## src/rtl/mms_pkg.sv

```systemverilog
// Package for the module management status and timing block.
// Assumes a 100 MHz system clock and a 1 us prescaled tick.
//Contract
//(RULE_01) Management bus answers within 2000 ms of power becoming valid.
//(RULE_02) Within 2000 ms of power, clear data-not-ready and assert interrupt.
//(RULE_03) After reset input rises, become fully functional within 2000 ms.
//(RULE_04) Fully functional means interrupt asserted because data-not-ready cleared.
//(RULE_05) Low-power input high drops consumption to level 1 within 100 us.
//(RULE_06) Low-power input low makes the device fully functional within 300 ms.
//(RULE_07) Interrupt output goes low within 200 ms of any trigger condition.
//(RULE_08) Flags clear on read; interrupt releases within 500 us of last clear.
//(RULE_09) Receive signal loss sets its flag and interrupt within 100 ms.
//(RULE_10) Transmit fault sets its flag and interrupt within 200 ms.
//(RULE_11) Any other condition sets its flag and interrupt within 200 ms.
//(RULE_12) Mask bit written to 1 inhibits its interrupt within 100 ms.
//(RULE_13) Mask bit written to 0 resumes its interrupt within 100 ms.
//(RULE_14) Rate or application select change takes effect within 100 us.
//(RULE_15) Power-down override written to 1 enters power level 1 within 100 ms.
//(RULE_16) Power-down override written to 0 fully functional within 300 ms.
//(RULE_17) Write and read timing counts from bus clock fall after stop.
//(RULE_18) Reset input held low past minimum pulse is recognised within 2 us.
//(RULE_19) Interrupt low while any unmasked latched flag is set, else released.
//(RULE_20) All ms and us timeouts come from a prescaled tick of the clock; the reset pin filter counts clock cycles instead.
package mms_pkg;
  localparam int CLK_PERIOD_NS = 10;
  localparam int TICK_NS = 1000;
  localparam int TICK_CYCLES = TICK_NS / CLK_PERIOD_NS;
  localparam int US_PER_MS = 1000;
  localparam int T_SERIAL_MS = 2000;
  localparam int T_DATA_MS = 2000;
  localparam int T_RESET_MS = 2000;
  localparam int T_LP_ON_US = 100;
  localparam int T_LP_OFF_MS = 300;
  localparam int T_IRQ_ON_MS = 200;
  localparam int T_IRQ_OFF_US = 500;
  localparam int T_LOS_MS = 100;
  localparam int T_TXF_MS = 200;
  localparam int T_FLAG_MS = 200;
  localparam int T_MASK_ON_MS = 100;
  localparam int T_MASK_OFF_MS = 100;
  localparam int T_RATESEL_US = 100;
  localparam int T_PDOWN_ON_MS = 100;
  localparam int T_PDOWN_OFF_MS = 300;
  localparam int T_RESET_RECOG_US = 2;
  // Margin for synchroniser delay and tick phase
  localparam int GUARD_TICKS = 2;
  localparam int INIT_TICKS_DEF = T_DATA_MS * US_PER_MS - GUARD_TICKS;
  localparam int WAKE_TICKS_DEF = T_LP_OFF_MS * US_PER_MS - GUARD_TICKS;
  // Half the recognition time, leaving room for the synchroniser
  localparam int RESET_FILT_CYCLES = T_RESET_RECOG_US * TICK_NS / CLK_PERIOD_NS / 2;
  localparam int CNT_W = 22;
  localparam int FILT_W = 8;
  localparam int FLAG_READY = 0;
  localparam int FLAG_LOS = 1;
  localparam int FLAG_TXF = 2;
  localparam logic RST_FLAG_BIT = 1'b0;
  localparam logic RST_MASK_BIT = 1'b0;
  localparam logic RST_RATE_BIT = 1'b0;
  localparam logic RST_PDOWN = 1'b0;
  localparam logic RST_PIN_HIGH = 1'b1;
  localparam logic RST_PIN_LOW = 1'b0;
  typedef enum logic [1:0] {
    ST_HOLD = 2'b00,
    ST_INIT = 2'b01,
    ST_RUN = 2'b10,
    ST_LOWPWR = 2'b11
  } mms_state_t;
endpackage

```

## src/rtl/mms_time_if.sv

```systemverilog
// Interface carrying the microsecond tick between block modules.
// Assumes both ends share i_clock.
`timescale 1ns/1ps
interface mms_time_if;
  logic tick_us;
  modport src (output tick_us);
  modport dst (input tick_us);
endinterface

```

## src/rtl/mms_sync.sv

```systemverilog
// Two-flop synchroniser for a bundle of pin levels.
// Assumes each bit is an independent slow level.
`timescale 1ns/1ps
module mms_sync
#(
  parameter int W = 1,
  parameter logic [W-1:0] RST_VAL = '0
)
(
  input wire logic i_clock,
  input wire logic i_sys_rst,
  input wire logic [W-1:0] i_async,
  output logic [W-1:0] o_sync
);
  logic [W-1:0] meta_q;
  logic [W-1:0] sync_q;
  always_ff @(posedge i_clock)
  begin
    if (i_sys_rst)
    begin
      meta_q <= RST_VAL;
      sync_q <= RST_VAL;
    end
    else
    begin
      meta_q <= i_async;
      sync_q <= meta_q;
    end
  end
  assign o_sync = sync_q;
endmodule

```

## src/rtl/mms_tick.sv

```systemverilog
// Prescaler producing a one-cycle pulse every microsecond.
// Assumes a synchronous active-high reset on the same clock.
`timescale 1ns/1ps
module mms_tick
  import mms_pkg::*;
#(
  parameter int DIV = TICK_CYCLES
)
(
  input wire logic i_clock,
  input wire logic i_sys_rst,
  mms_time_if.src tm
);
  logic [7:0] div_q;
  logic [7:0] div_d;
  logic wrap;
  assign wrap = (div_q == 8'(DIV - 1)); // RULE_20
  assign div_d = wrap ? 8'h00 : div_q + 8'h01;
  assign tm.tick_us = wrap;
  always_ff @(posedge i_clock)
  begin
    if (i_sys_rst)
      div_q <= 8'h00;
    else
      div_q <= div_d;
  end
endmodule

```

## src/rtl/mms_top.sv

```systemverilog
// Management status, interrupt and power-control timing of the module.
// Assumes a serial slave on i_clock giving stop pulses and written fields;
// pins and condition inputs arrive asynchronously.
`timescale 1ns/1ps
module mms_top
  import mms_pkg::*;
#(
  parameter int NUM_FLAGS = 8,
  parameter int RATE_W = 4,
  parameter int INIT_TICKS = INIT_TICKS_DEF,
  parameter int WAKE_TICKS = WAKE_TICKS_DEF
)
(
  input wire logic i_clock,
  input wire logic i_sys_rst,
  input wire logic i_reset_in_n,
  input wire logic i_low_power_request,
  input wire logic i_bus_scl,
  input wire logic [NUM_FLAGS-1:1] i_condition,
  input wire logic i_write_stop,
  input wire logic [NUM_FLAGS-1:0] i_wr_mask,
  input wire logic i_wr_pdown,
  input wire logic [RATE_W-1:0] i_wr_rate,
  input wire logic i_read_stop,
  input wire logic [NUM_FLAGS-1:0] i_read_clear,
  input wire logic i_interrupt_out_n_i,
  output logic o_interrupt_out_n_o,
  output logic o_interrupt_out_n_oe_n,
  output logic o_interrupt_line_low,
  output logic o_bus_ready,
  output logic o_data_not_ready,
  output logic o_fully_functional,
  output logic o_power_level1,
  output logic [RATE_W-1:0] o_rate_select,
  output logic [NUM_FLAGS-1:0] o_flags,
  output logic [NUM_FLAGS-1:0] o_mask,
  output logic o_pdown
);
  localparam int SYNC_W = NUM_FLAGS + 3;

  mms_time_if tm ();

  mms_tick u_tick (
    .i_clock(i_clock),
    .i_sys_rst(i_sys_rst),
    .tm(tm)
  );

  // Pin levels, all through two flops before use
  logic [SYNC_W-1:0] pins_raw;
  logic [SYNC_W-1:0] pins_s;
  assign pins_raw = {i_condition, i_interrupt_out_n_i, i_bus_scl,
                     i_low_power_request, i_reset_in_n};

  mms_sync #(
    .W(SYNC_W),
    .RST_VAL({{(NUM_FLAGS - 1){RST_PIN_LOW}}, RST_PIN_HIGH, RST_PIN_HIGH,
              RST_PIN_LOW, RST_PIN_HIGH})
  ) u_sync (
    .i_clock(i_clock),
    .i_sys_rst(i_sys_rst),
    .i_async(pins_raw),
    .o_sync(pins_s)
  );

  logic rstn_s;
  logic lp_s;
  logic scl_s;
  logic irq_pin_s;
  logic [NUM_FLAGS-1:1] cond_s;
  assign rstn_s = pins_s[0];
  assign lp_s = pins_s[1];
  assign scl_s = pins_s[2];
  assign irq_pin_s = pins_s[3];
  assign cond_s = pins_s[SYNC_W-1:4];

  // Reset pin filter: short glitches never reset the module
  logic [FILT_W-1:0] filt_q;
  logic [FILT_W-1:0] filt_d;
  logic mod_rst_q;
  logic mod_rst_d;
  logic filt_hit;
  assign filt_hit = (filt_q == FILT_W'(RESET_FILT_CYCLES)); // RULE_18
  assign filt_d = rstn_s ? '0 : (filt_hit ? filt_q : filt_q + FILT_W'(1));
  assign mod_rst_d = rstn_s ? 1'b0 : (filt_hit | mod_rst_q); // RULE_18

  always_ff @(posedge i_clock)
  begin
    if (i_sys_rst)
    begin
      filt_q <= '0;
      mod_rst_q <= 1'b0;
    end
    else
    begin
      filt_q <= filt_d;
      mod_rst_q <= mod_rst_d;
    end
  end

  // Bus clock falling edge marks the start of write and read timing
  logic scl_prev_q;
  logic scl_fall;
  assign scl_fall = scl_prev_q & ~scl_s; // RULE_17

  always_ff @(posedge i_clock)
  begin
    if (i_sys_rst)
      scl_prev_q <= RST_PIN_HIGH;
    else
      scl_prev_q <= scl_s;
  end

  // Writes and clearing reads wait for that edge before acting
  logic wr_pend_q;
  logic rd_pend_q;
  logic [NUM_FLAGS-1:0] pend_mask_q;
  logic pend_pdown_q;
  logic [RATE_W-1:0] pend_rate_q;
  logic [NUM_FLAGS-1:0] pend_clr_q;
  logic wr_apply;
  logic rd_apply;
  assign wr_apply = wr_pend_q & scl_fall; // RULE_17
  assign rd_apply = rd_pend_q & scl_fall; // RULE_17

  always_ff @(posedge i_clock)
  begin
    if (i_sys_rst)
    begin
      wr_pend_q <= 1'b0;
      rd_pend_q <= 1'b0;
      pend_mask_q <= {NUM_FLAGS{RST_MASK_BIT}};
      pend_pdown_q <= RST_PDOWN;
      pend_rate_q <= {RATE_W{RST_RATE_BIT}};
      pend_clr_q <= '0;
    end
    else
    begin
      wr_pend_q <= i_write_stop | (wr_pend_q & ~scl_fall);
      rd_pend_q <= i_read_stop | (rd_pend_q & ~scl_fall);
      if (i_write_stop)
      begin
        pend_mask_q <= i_wr_mask;
        pend_pdown_q <= i_wr_pdown;
        pend_rate_q <= i_wr_rate;
      end
      // Back-to-back reads merge their clear sets
      if (i_read_stop)
        pend_clr_q <= i_read_clear | (rd_apply ? '0 : pend_clr_q);
      else if (rd_apply)
        pend_clr_q <= '0;
    end
  end

  // Written controls take effect on the edge itself
  logic [NUM_FLAGS-1:0] mask_q;
  logic pdown_q;
  logic [RATE_W-1:0] rate_q;

  always_ff @(posedge i_clock)
  begin
    if (i_sys_rst)
    begin
      mask_q <= {NUM_FLAGS{RST_MASK_BIT}};
      pdown_q <= RST_PDOWN;
      rate_q <= {RATE_W{RST_RATE_BIT}};
    end
    else if (wr_apply)
    begin
      mask_q <= pend_mask_q; // RULE_12 RULE_13
      pdown_q <= pend_pdown_q; // RULE_15 RULE_16
      rate_q <= pend_rate_q; // RULE_14
    end
  end

  // Low power: pin request or software override
  logic lp_active;
  assign lp_active = lp_s | pdown_q;

  // Readiness state machine and its microsecond countdown
  mms_state_t state_q;
  mms_state_t state_d;
  logic [CNT_W-1:0] cnt_q;
  logic [CNT_W-1:0] cnt_d;
  logic cnt_zero;
  logic init_done;
  logic dnr_q;
  logic dnr_d;
  logic bus_rdy_q;
  assign cnt_zero = (cnt_q == '0);
  assign init_done = (state_q == ST_INIT) & cnt_zero & ~mod_rst_q;

  always_comb
  begin
    state_d = state_q;
    cnt_d = cnt_q;
    dnr_d = dnr_q;
    if (mod_rst_q)
    begin
      state_d = ST_HOLD;
      dnr_d = 1'b1;
    end
    else
    begin
      unique case (state_q)
        ST_HOLD:
        begin
          // Reset input released: restart the power-up wait
          state_d = ST_INIT;
          cnt_d = CNT_W'(INIT_TICKS); // RULE_03
        end
        ST_INIT:
        begin
          if (cnt_zero)
          begin
            dnr_d = 1'b0; // RULE_02 RULE_04
            state_d = lp_active ? ST_LOWPWR : ST_RUN;
          end
          else if (tm.tick_us)
            cnt_d = cnt_q - CNT_W'(1); // RULE_20
        end
        ST_RUN:
        begin
          if (lp_active)
            state_d = ST_LOWPWR; // RULE_05 RULE_15
        end
        ST_LOWPWR:
        begin
          if (!lp_active)
          begin
            // Wake goes through a fresh not-ready cycle
            state_d = ST_INIT;
            dnr_d = 1'b1;
            cnt_d = CNT_W'(WAKE_TICKS); // RULE_06 RULE_16
          end
        end
      endcase
    end
  end

  always_ff @(posedge i_clock)
  begin
    if (i_sys_rst)
    begin
      // Power-on counts as a release of reset
      state_q <= ST_INIT;
      cnt_q <= CNT_W'(INIT_TICKS); // RULE_01 RULE_02
      dnr_q <= 1'b1;
    end
    else
    begin
      state_q <= state_d;
      cnt_q <= cnt_d;
      dnr_q <= dnr_d;
    end
  end

  // Bus answers from the first completed wait until power is lost
  always_ff @(posedge i_clock)
  begin
    if (i_sys_rst)
      bus_rdy_q <= 1'b0;
    else if (init_done)
      bus_rdy_q <= 1'b1; // RULE_01
  end

  // Condition entry detection
  logic [NUM_FLAGS-1:1] cond_prev_q;
  logic [NUM_FLAGS-1:0] set_ev;
  assign set_ev[FLAG_READY] = init_done; // RULE_04

  genvar g;
  generate
    for (g = 1; g < NUM_FLAGS; g++)
    begin : g_cond
      // Entry into loss, fault or other state
      assign set_ev[g] = cond_s[g] & ~cond_prev_q[g]; // RULE_09 RULE_10 RULE_11
    end
  endgenerate

  always_ff @(posedge i_clock)
  begin
    if (i_sys_rst)
      cond_prev_q <= '0;
    else
      cond_prev_q <= cond_s;
  end

  // Latched flags: set beats a clear landing in the same cycle
  logic [NUM_FLAGS-1:0] flags_q;
  logic [NUM_FLAGS-1:0] flags_d;
  logic [NUM_FLAGS-1:0] clr_now;
  assign clr_now = rd_apply ? pend_clr_q : '0; // RULE_08 RULE_17
  assign flags_d = (flags_q & ~clr_now) | set_ev; // RULE_08 RULE_09 RULE_10 RULE_11

  always_ff @(posedge i_clock)
  begin
    if (i_sys_rst)
      flags_q <= {NUM_FLAGS{RST_FLAG_BIT}};
    else
      flags_q <= flags_d;
  end

  // Interrupt follows unmasked flags in the same cycle as the flag register; a mask change reaches it one cycle later
  logic irq_d;
  logic irq_q;
  logic line_low_q;
  assign irq_d = |(flags_d & ~mask_q); // RULE_19 RULE_07 RULE_12 RULE_13

  always_ff @(posedge i_clock)
  begin
    if (i_sys_rst)
    begin
      irq_q <= 1'b0;
      line_low_q <= 1'b0;
    end
    else
    begin
      irq_q <= irq_d; // RULE_07 RULE_08 RULE_19
      line_low_q <= ~irq_pin_s;
    end
  end

  // Power level follows the request at once; no ramp is modelled
  logic pl1_q;
  logic ff_q;

  always_ff @(posedge i_clock)
  begin
    if (i_sys_rst)
    begin
      pl1_q <= 1'b0;
      ff_q <= 1'b0;
    end
    else
    begin
      pl1_q <= lp_active; // RULE_05 RULE_15
      ff_q <= (state_d == ST_RUN) & ~dnr_d; // RULE_04 RULE_06 RULE_16
    end
  end

  // Open-drain interrupt: only ever pulls low
  assign o_interrupt_out_n_o = 1'b0;
  assign o_interrupt_out_n_oe_n = ~irq_q;
  assign o_interrupt_line_low = line_low_q;
  assign o_bus_ready = bus_rdy_q;
  assign o_data_not_ready = dnr_q;
  assign o_fully_functional = ff_q;
  assign o_power_level1 = pl1_q;
  assign o_rate_select = rate_q;
  assign o_flags = flags_q;
  assign o_mask = mask_q;
  assign o_pdown = pdown_q;
endmodule

```

## config.mk

```make
export PLATFORM = sky130hd
export DESIGN_NAME = mms_top
export DESIGN_NICKNAME = d
export VERILOG_FILES = /design/src/rtl/mms_pkg.sv /design/src/rtl/mms_time_if.sv /design/src/rtl/mms_sync.sv /design/src/rtl/mms_tick.sv /design/src/rtl/mms_top.sv
export SDC_FILE = /design/constraint.sdc
export NUM_CORES = 1
export LEC_CHECK = 0
export BUFFER_PORTS_ARGS = -buffer_cell sky130_fd_sc_hd__buf_2
export CAP_MARGIN = 0
export CELL_PAD_IN_SITES_DETAIL_PLACEMENT = 1
export CELL_PAD_IN_SITES_GLOBAL_PLACEMENT = 2
export CORE_UTILIZATION = 35
export CTS_CLUSTER_DIAMETER = 80
export DETAILED_ROUTE_END_ITERATION = 8
export PLACE_DENSITY_LB_ADDON = 0.1
export REMOVE_ABC_BUFFERS = 1
export SETUP_SLACK_MARGIN = 0.1
export SLEW_MARGIN = 20
export SYNTH_ARGS = -nofsm -noshare
export SYNTH_HDL_FRONTEND = slang
export SYNTH_SLANG_ARGS = --single-unit
```

## constraint.sdc

```tcl
create_clock -name i_clock -period 3 [get_ports i_clock]
set_input_delay 0.15 -clock i_clock [delete_from_list [all_inputs] [get_ports i_clock]]
set_output_delay 0.15 -clock i_clock [all_outputs]
set_load 0.005 [all_outputs]
```

==> out/metrics.cfg <==
[setup_path]
rr_startpoint = cnt_q[9]
crit_path_cell_trace = or4_1 > or2_4 > nor4_2 > buf_4 > nor2_2 > a221o_1
rrSetupSlack_ps = 430
cp_top_family = simple AND/OR/NAND/NOR gates
critPathKind = flip-flop to flip-flop
end_kind = flip-flop
crit_fanout = 10
slowest_stage = or4_1
worst_ep_required_time_ps = 3310
worst-path-buf-inv = 1
reg2reg_depth = 6
cp-start-kind = flip-flop
cp.arrival_ps = 2870
worst_path_largest_cell_delay_ps = 650
worst_r2r_endpoint = cnt_q[10]

[finish]
drive_gt1_share_pct = 18.65
diodes = 0
syn2layout_area_growth_pct = 29.08
stdcell_area_sq_um = 6153
num-fill-cells = 1534
top_register = cnt_q
utilization_pct = 46.47
layout.nets = 650
layoutNonFillerInstCount = 798
largest_reg_flops = 22

[yosys]
synth_top_area_cell = dfxtp_1
synth_edf_count = 0
ys.flop_type = dfxtp_1
ys_warn_count = 0
yosysSeqAreaShare_pct = 50.81
ys_top_cells_by_count = 121 x dfxtp_1, 67 x nor2_1, 40 x nand2_1
synthArstFlopShare_pct = 0
synth_top_area_share_pct = 50.81
netlist-cell-type-count = 59
yosys_register_bits = 121
avgSynthCellArea_sq_um = 9.185
synthMostInstantiatedCell = dfxtp_1
syn-cell-area_sq_um = 4767
syn-instance-count = 519
synth_area_leaders = dfxtp_1 51%, nor2_1 5.3%, nor2b_1 4.2%, mux2i_1 3.1%, nand2_1 3.1%

[place]
dp.cells = 736
place_ws_ps = 444.1
dp_hpwl_um = 8097
place_area_sq_um = 5233
place_congestion = 0.7330
numPortBuffers = 62

[die]
start_util_pct = 36.00
die_x_um = 118.7
core_sq_um = 13240
fp-row-count = 42
fp.dieH_um = 118.7
die_area_sq_um = 14090
io_pins = 64

[clocking]
numCtsBuffers = 17
cts_sinks = 121
cts_resized = 0
clkTransAtPathRegs_ps = 50
clockBufferDepth = 2
clockRootBuffer = clkbuf_16
ctsHtreeMaxLevel = 4
cts_hold_buf = 30
postCtsSetupBuffers = 0
cts_tree = built
clock_latency_ps = 430

[power]
finalPower_mw = 4.029
ir_drop_mv = 0.4264
p_leak_nw = 2.388
powerDensity_nw_per_um2 = 654.7

[global_routing]
grt_usage_pct = 19.22
antenna_found_initial = 0
grt_pass1_wl_um = 20930
grt_pass1_vias = 4184
overflow = 0
grt_max_degree = 91

[sta]
period_share_pct = 85.58
timing.hold.ws_ps = 17.00
rsz0062_at_grt = false
setup_viol = 0
hold_violations = 0
fin_ws_ps = 432.5
relSlewSlack_pct = 37.37
finalMaxSlewViolations = 0
clock_skew_ps = 7.966
worst_pin_slew_ps = 939.4
fin_crit_ps = 2568
max_freq_mhz = 389.5
tns_ps = 0

[routing]
finalWirelength_um = 12560
drtAntennaViolNets = 0
drc = 0
first_pass_iters = 4
wl_per_cell_um = 15.74
drt_iter0_markers = 130
routed_via_density = 5.051
num_vias = 4031

[hold_path]
hold_depth = 3
holdCritStartpoint = i_read_clear[1]
holdPathEnd = pend_clr_q[1]
hold_path_class = primary input to flip-flop

[job]
max_cap_violations = 0

[status]
status = finished, final reports clean

-- where the power goes --
group / switching (mW) / internal [mW]
combinational: 0.0910 / 0.0957
sequential: 0.0287 / 1.66
clock: 0.745 / 1.41
total: 0.865 / 3.16
-- cell families (layout without fill, tap and decap cells) --
group / after synthesis / after routing / share of synthesized area (%)
other: 1 / 1 / 0.07866
xor gates and xnor gates: 14 / 14 / 2.572
AOI/OAI and AO/OA: 93 / 93 / 13.73
adders and majority gates: 5 / 5 / 1.312
buffers and inverters: 42 / 145 / 3.779
DFF: 121 / 121 / 50.81
muxes: 15 / 15 / 3.150
and+or+nand+nor: 228 / 228 / 24.57
-- layout make-up --
cell class	count	area (sq um)	area share [%]
multi-input cells	356	2171	35.28
flip-flops and latches	121	2422	39.37
clock buffers	21	450.4	7.320
clock inverters	11	170.2	2.765
inverters	13	48.80	0.7930
well taps	176	220.2	3.579
repair buffers	100	670.6	10.90
-- routing by layer --
metal  global-route usage (%)  wire [um]  up-vias
met5                        0          0        -
met2                    31.36       5999       70
met1                    23.32       5830     1939
met3                    5.164        429       23
li1                         -          -     1999
met4                    9.415        303        0
-- worst max-delay path by stage --
stage	startpoint	to	slack (ps)	cells past startpoint
global placement	cnt_q[9]	cnt_q[20]	480	6
detailed placement	cnt_q[9]	cnt_q[19]	440	6
global route	cnt_q[9]	cnt_q[20]	310	6
CTS	cnt_q[9]	cnt_q[20]	420	6
finish	cnt_q[9]	cnt_q[10]	430	6
floorplan	cnt_q[9]	cnt_q[20]	-500	5
-- cells in the final DEF (no fill, tap or decap), types with 7 or more instances in the layout --
| cell | synthesis | final |
|---|---|---|
| clkbuf_16 | 0 | 17 |
| nor2_1 | 67 | 67 |
| nor3_1 | 14 | 14 |
| o21ai_0 | 8 | 8 |
| or2_2 | 8 | 8 |
| nor2b_1 | 32 | 32 |
| or4_1 | 8 | 8 |
| nand3_1 | 20 | 20 |
| o41ai_1 | 7 | 7 |
| dlygate4sd3_1 | 0 | 30 |
| a21oi_1 | 29 | 29 |
| nand2_1 | 40 | 40 |
| dfxtp_1 | 121 | 121 |
| inv_1 | 12 | 12 |
| a31oi_1 | 7 | 7 |
| xor2_1 | 8 | 8 |
| mux2i_1 | 15 | 15 |
| buf_4 | 1 | 8 |
| buf_2 | 3 | 62 |
| a22oi_1 | 8 | 8 |
-- worst register-to-register path, delay by kind of cell, from the launching register on --
family	cells	cell delay, ps
compound gates	1	350
buf+inv	1	230
flops	1	370
simple gates	4	1500
Note: power is estimated with default switching activity, not from simulation.
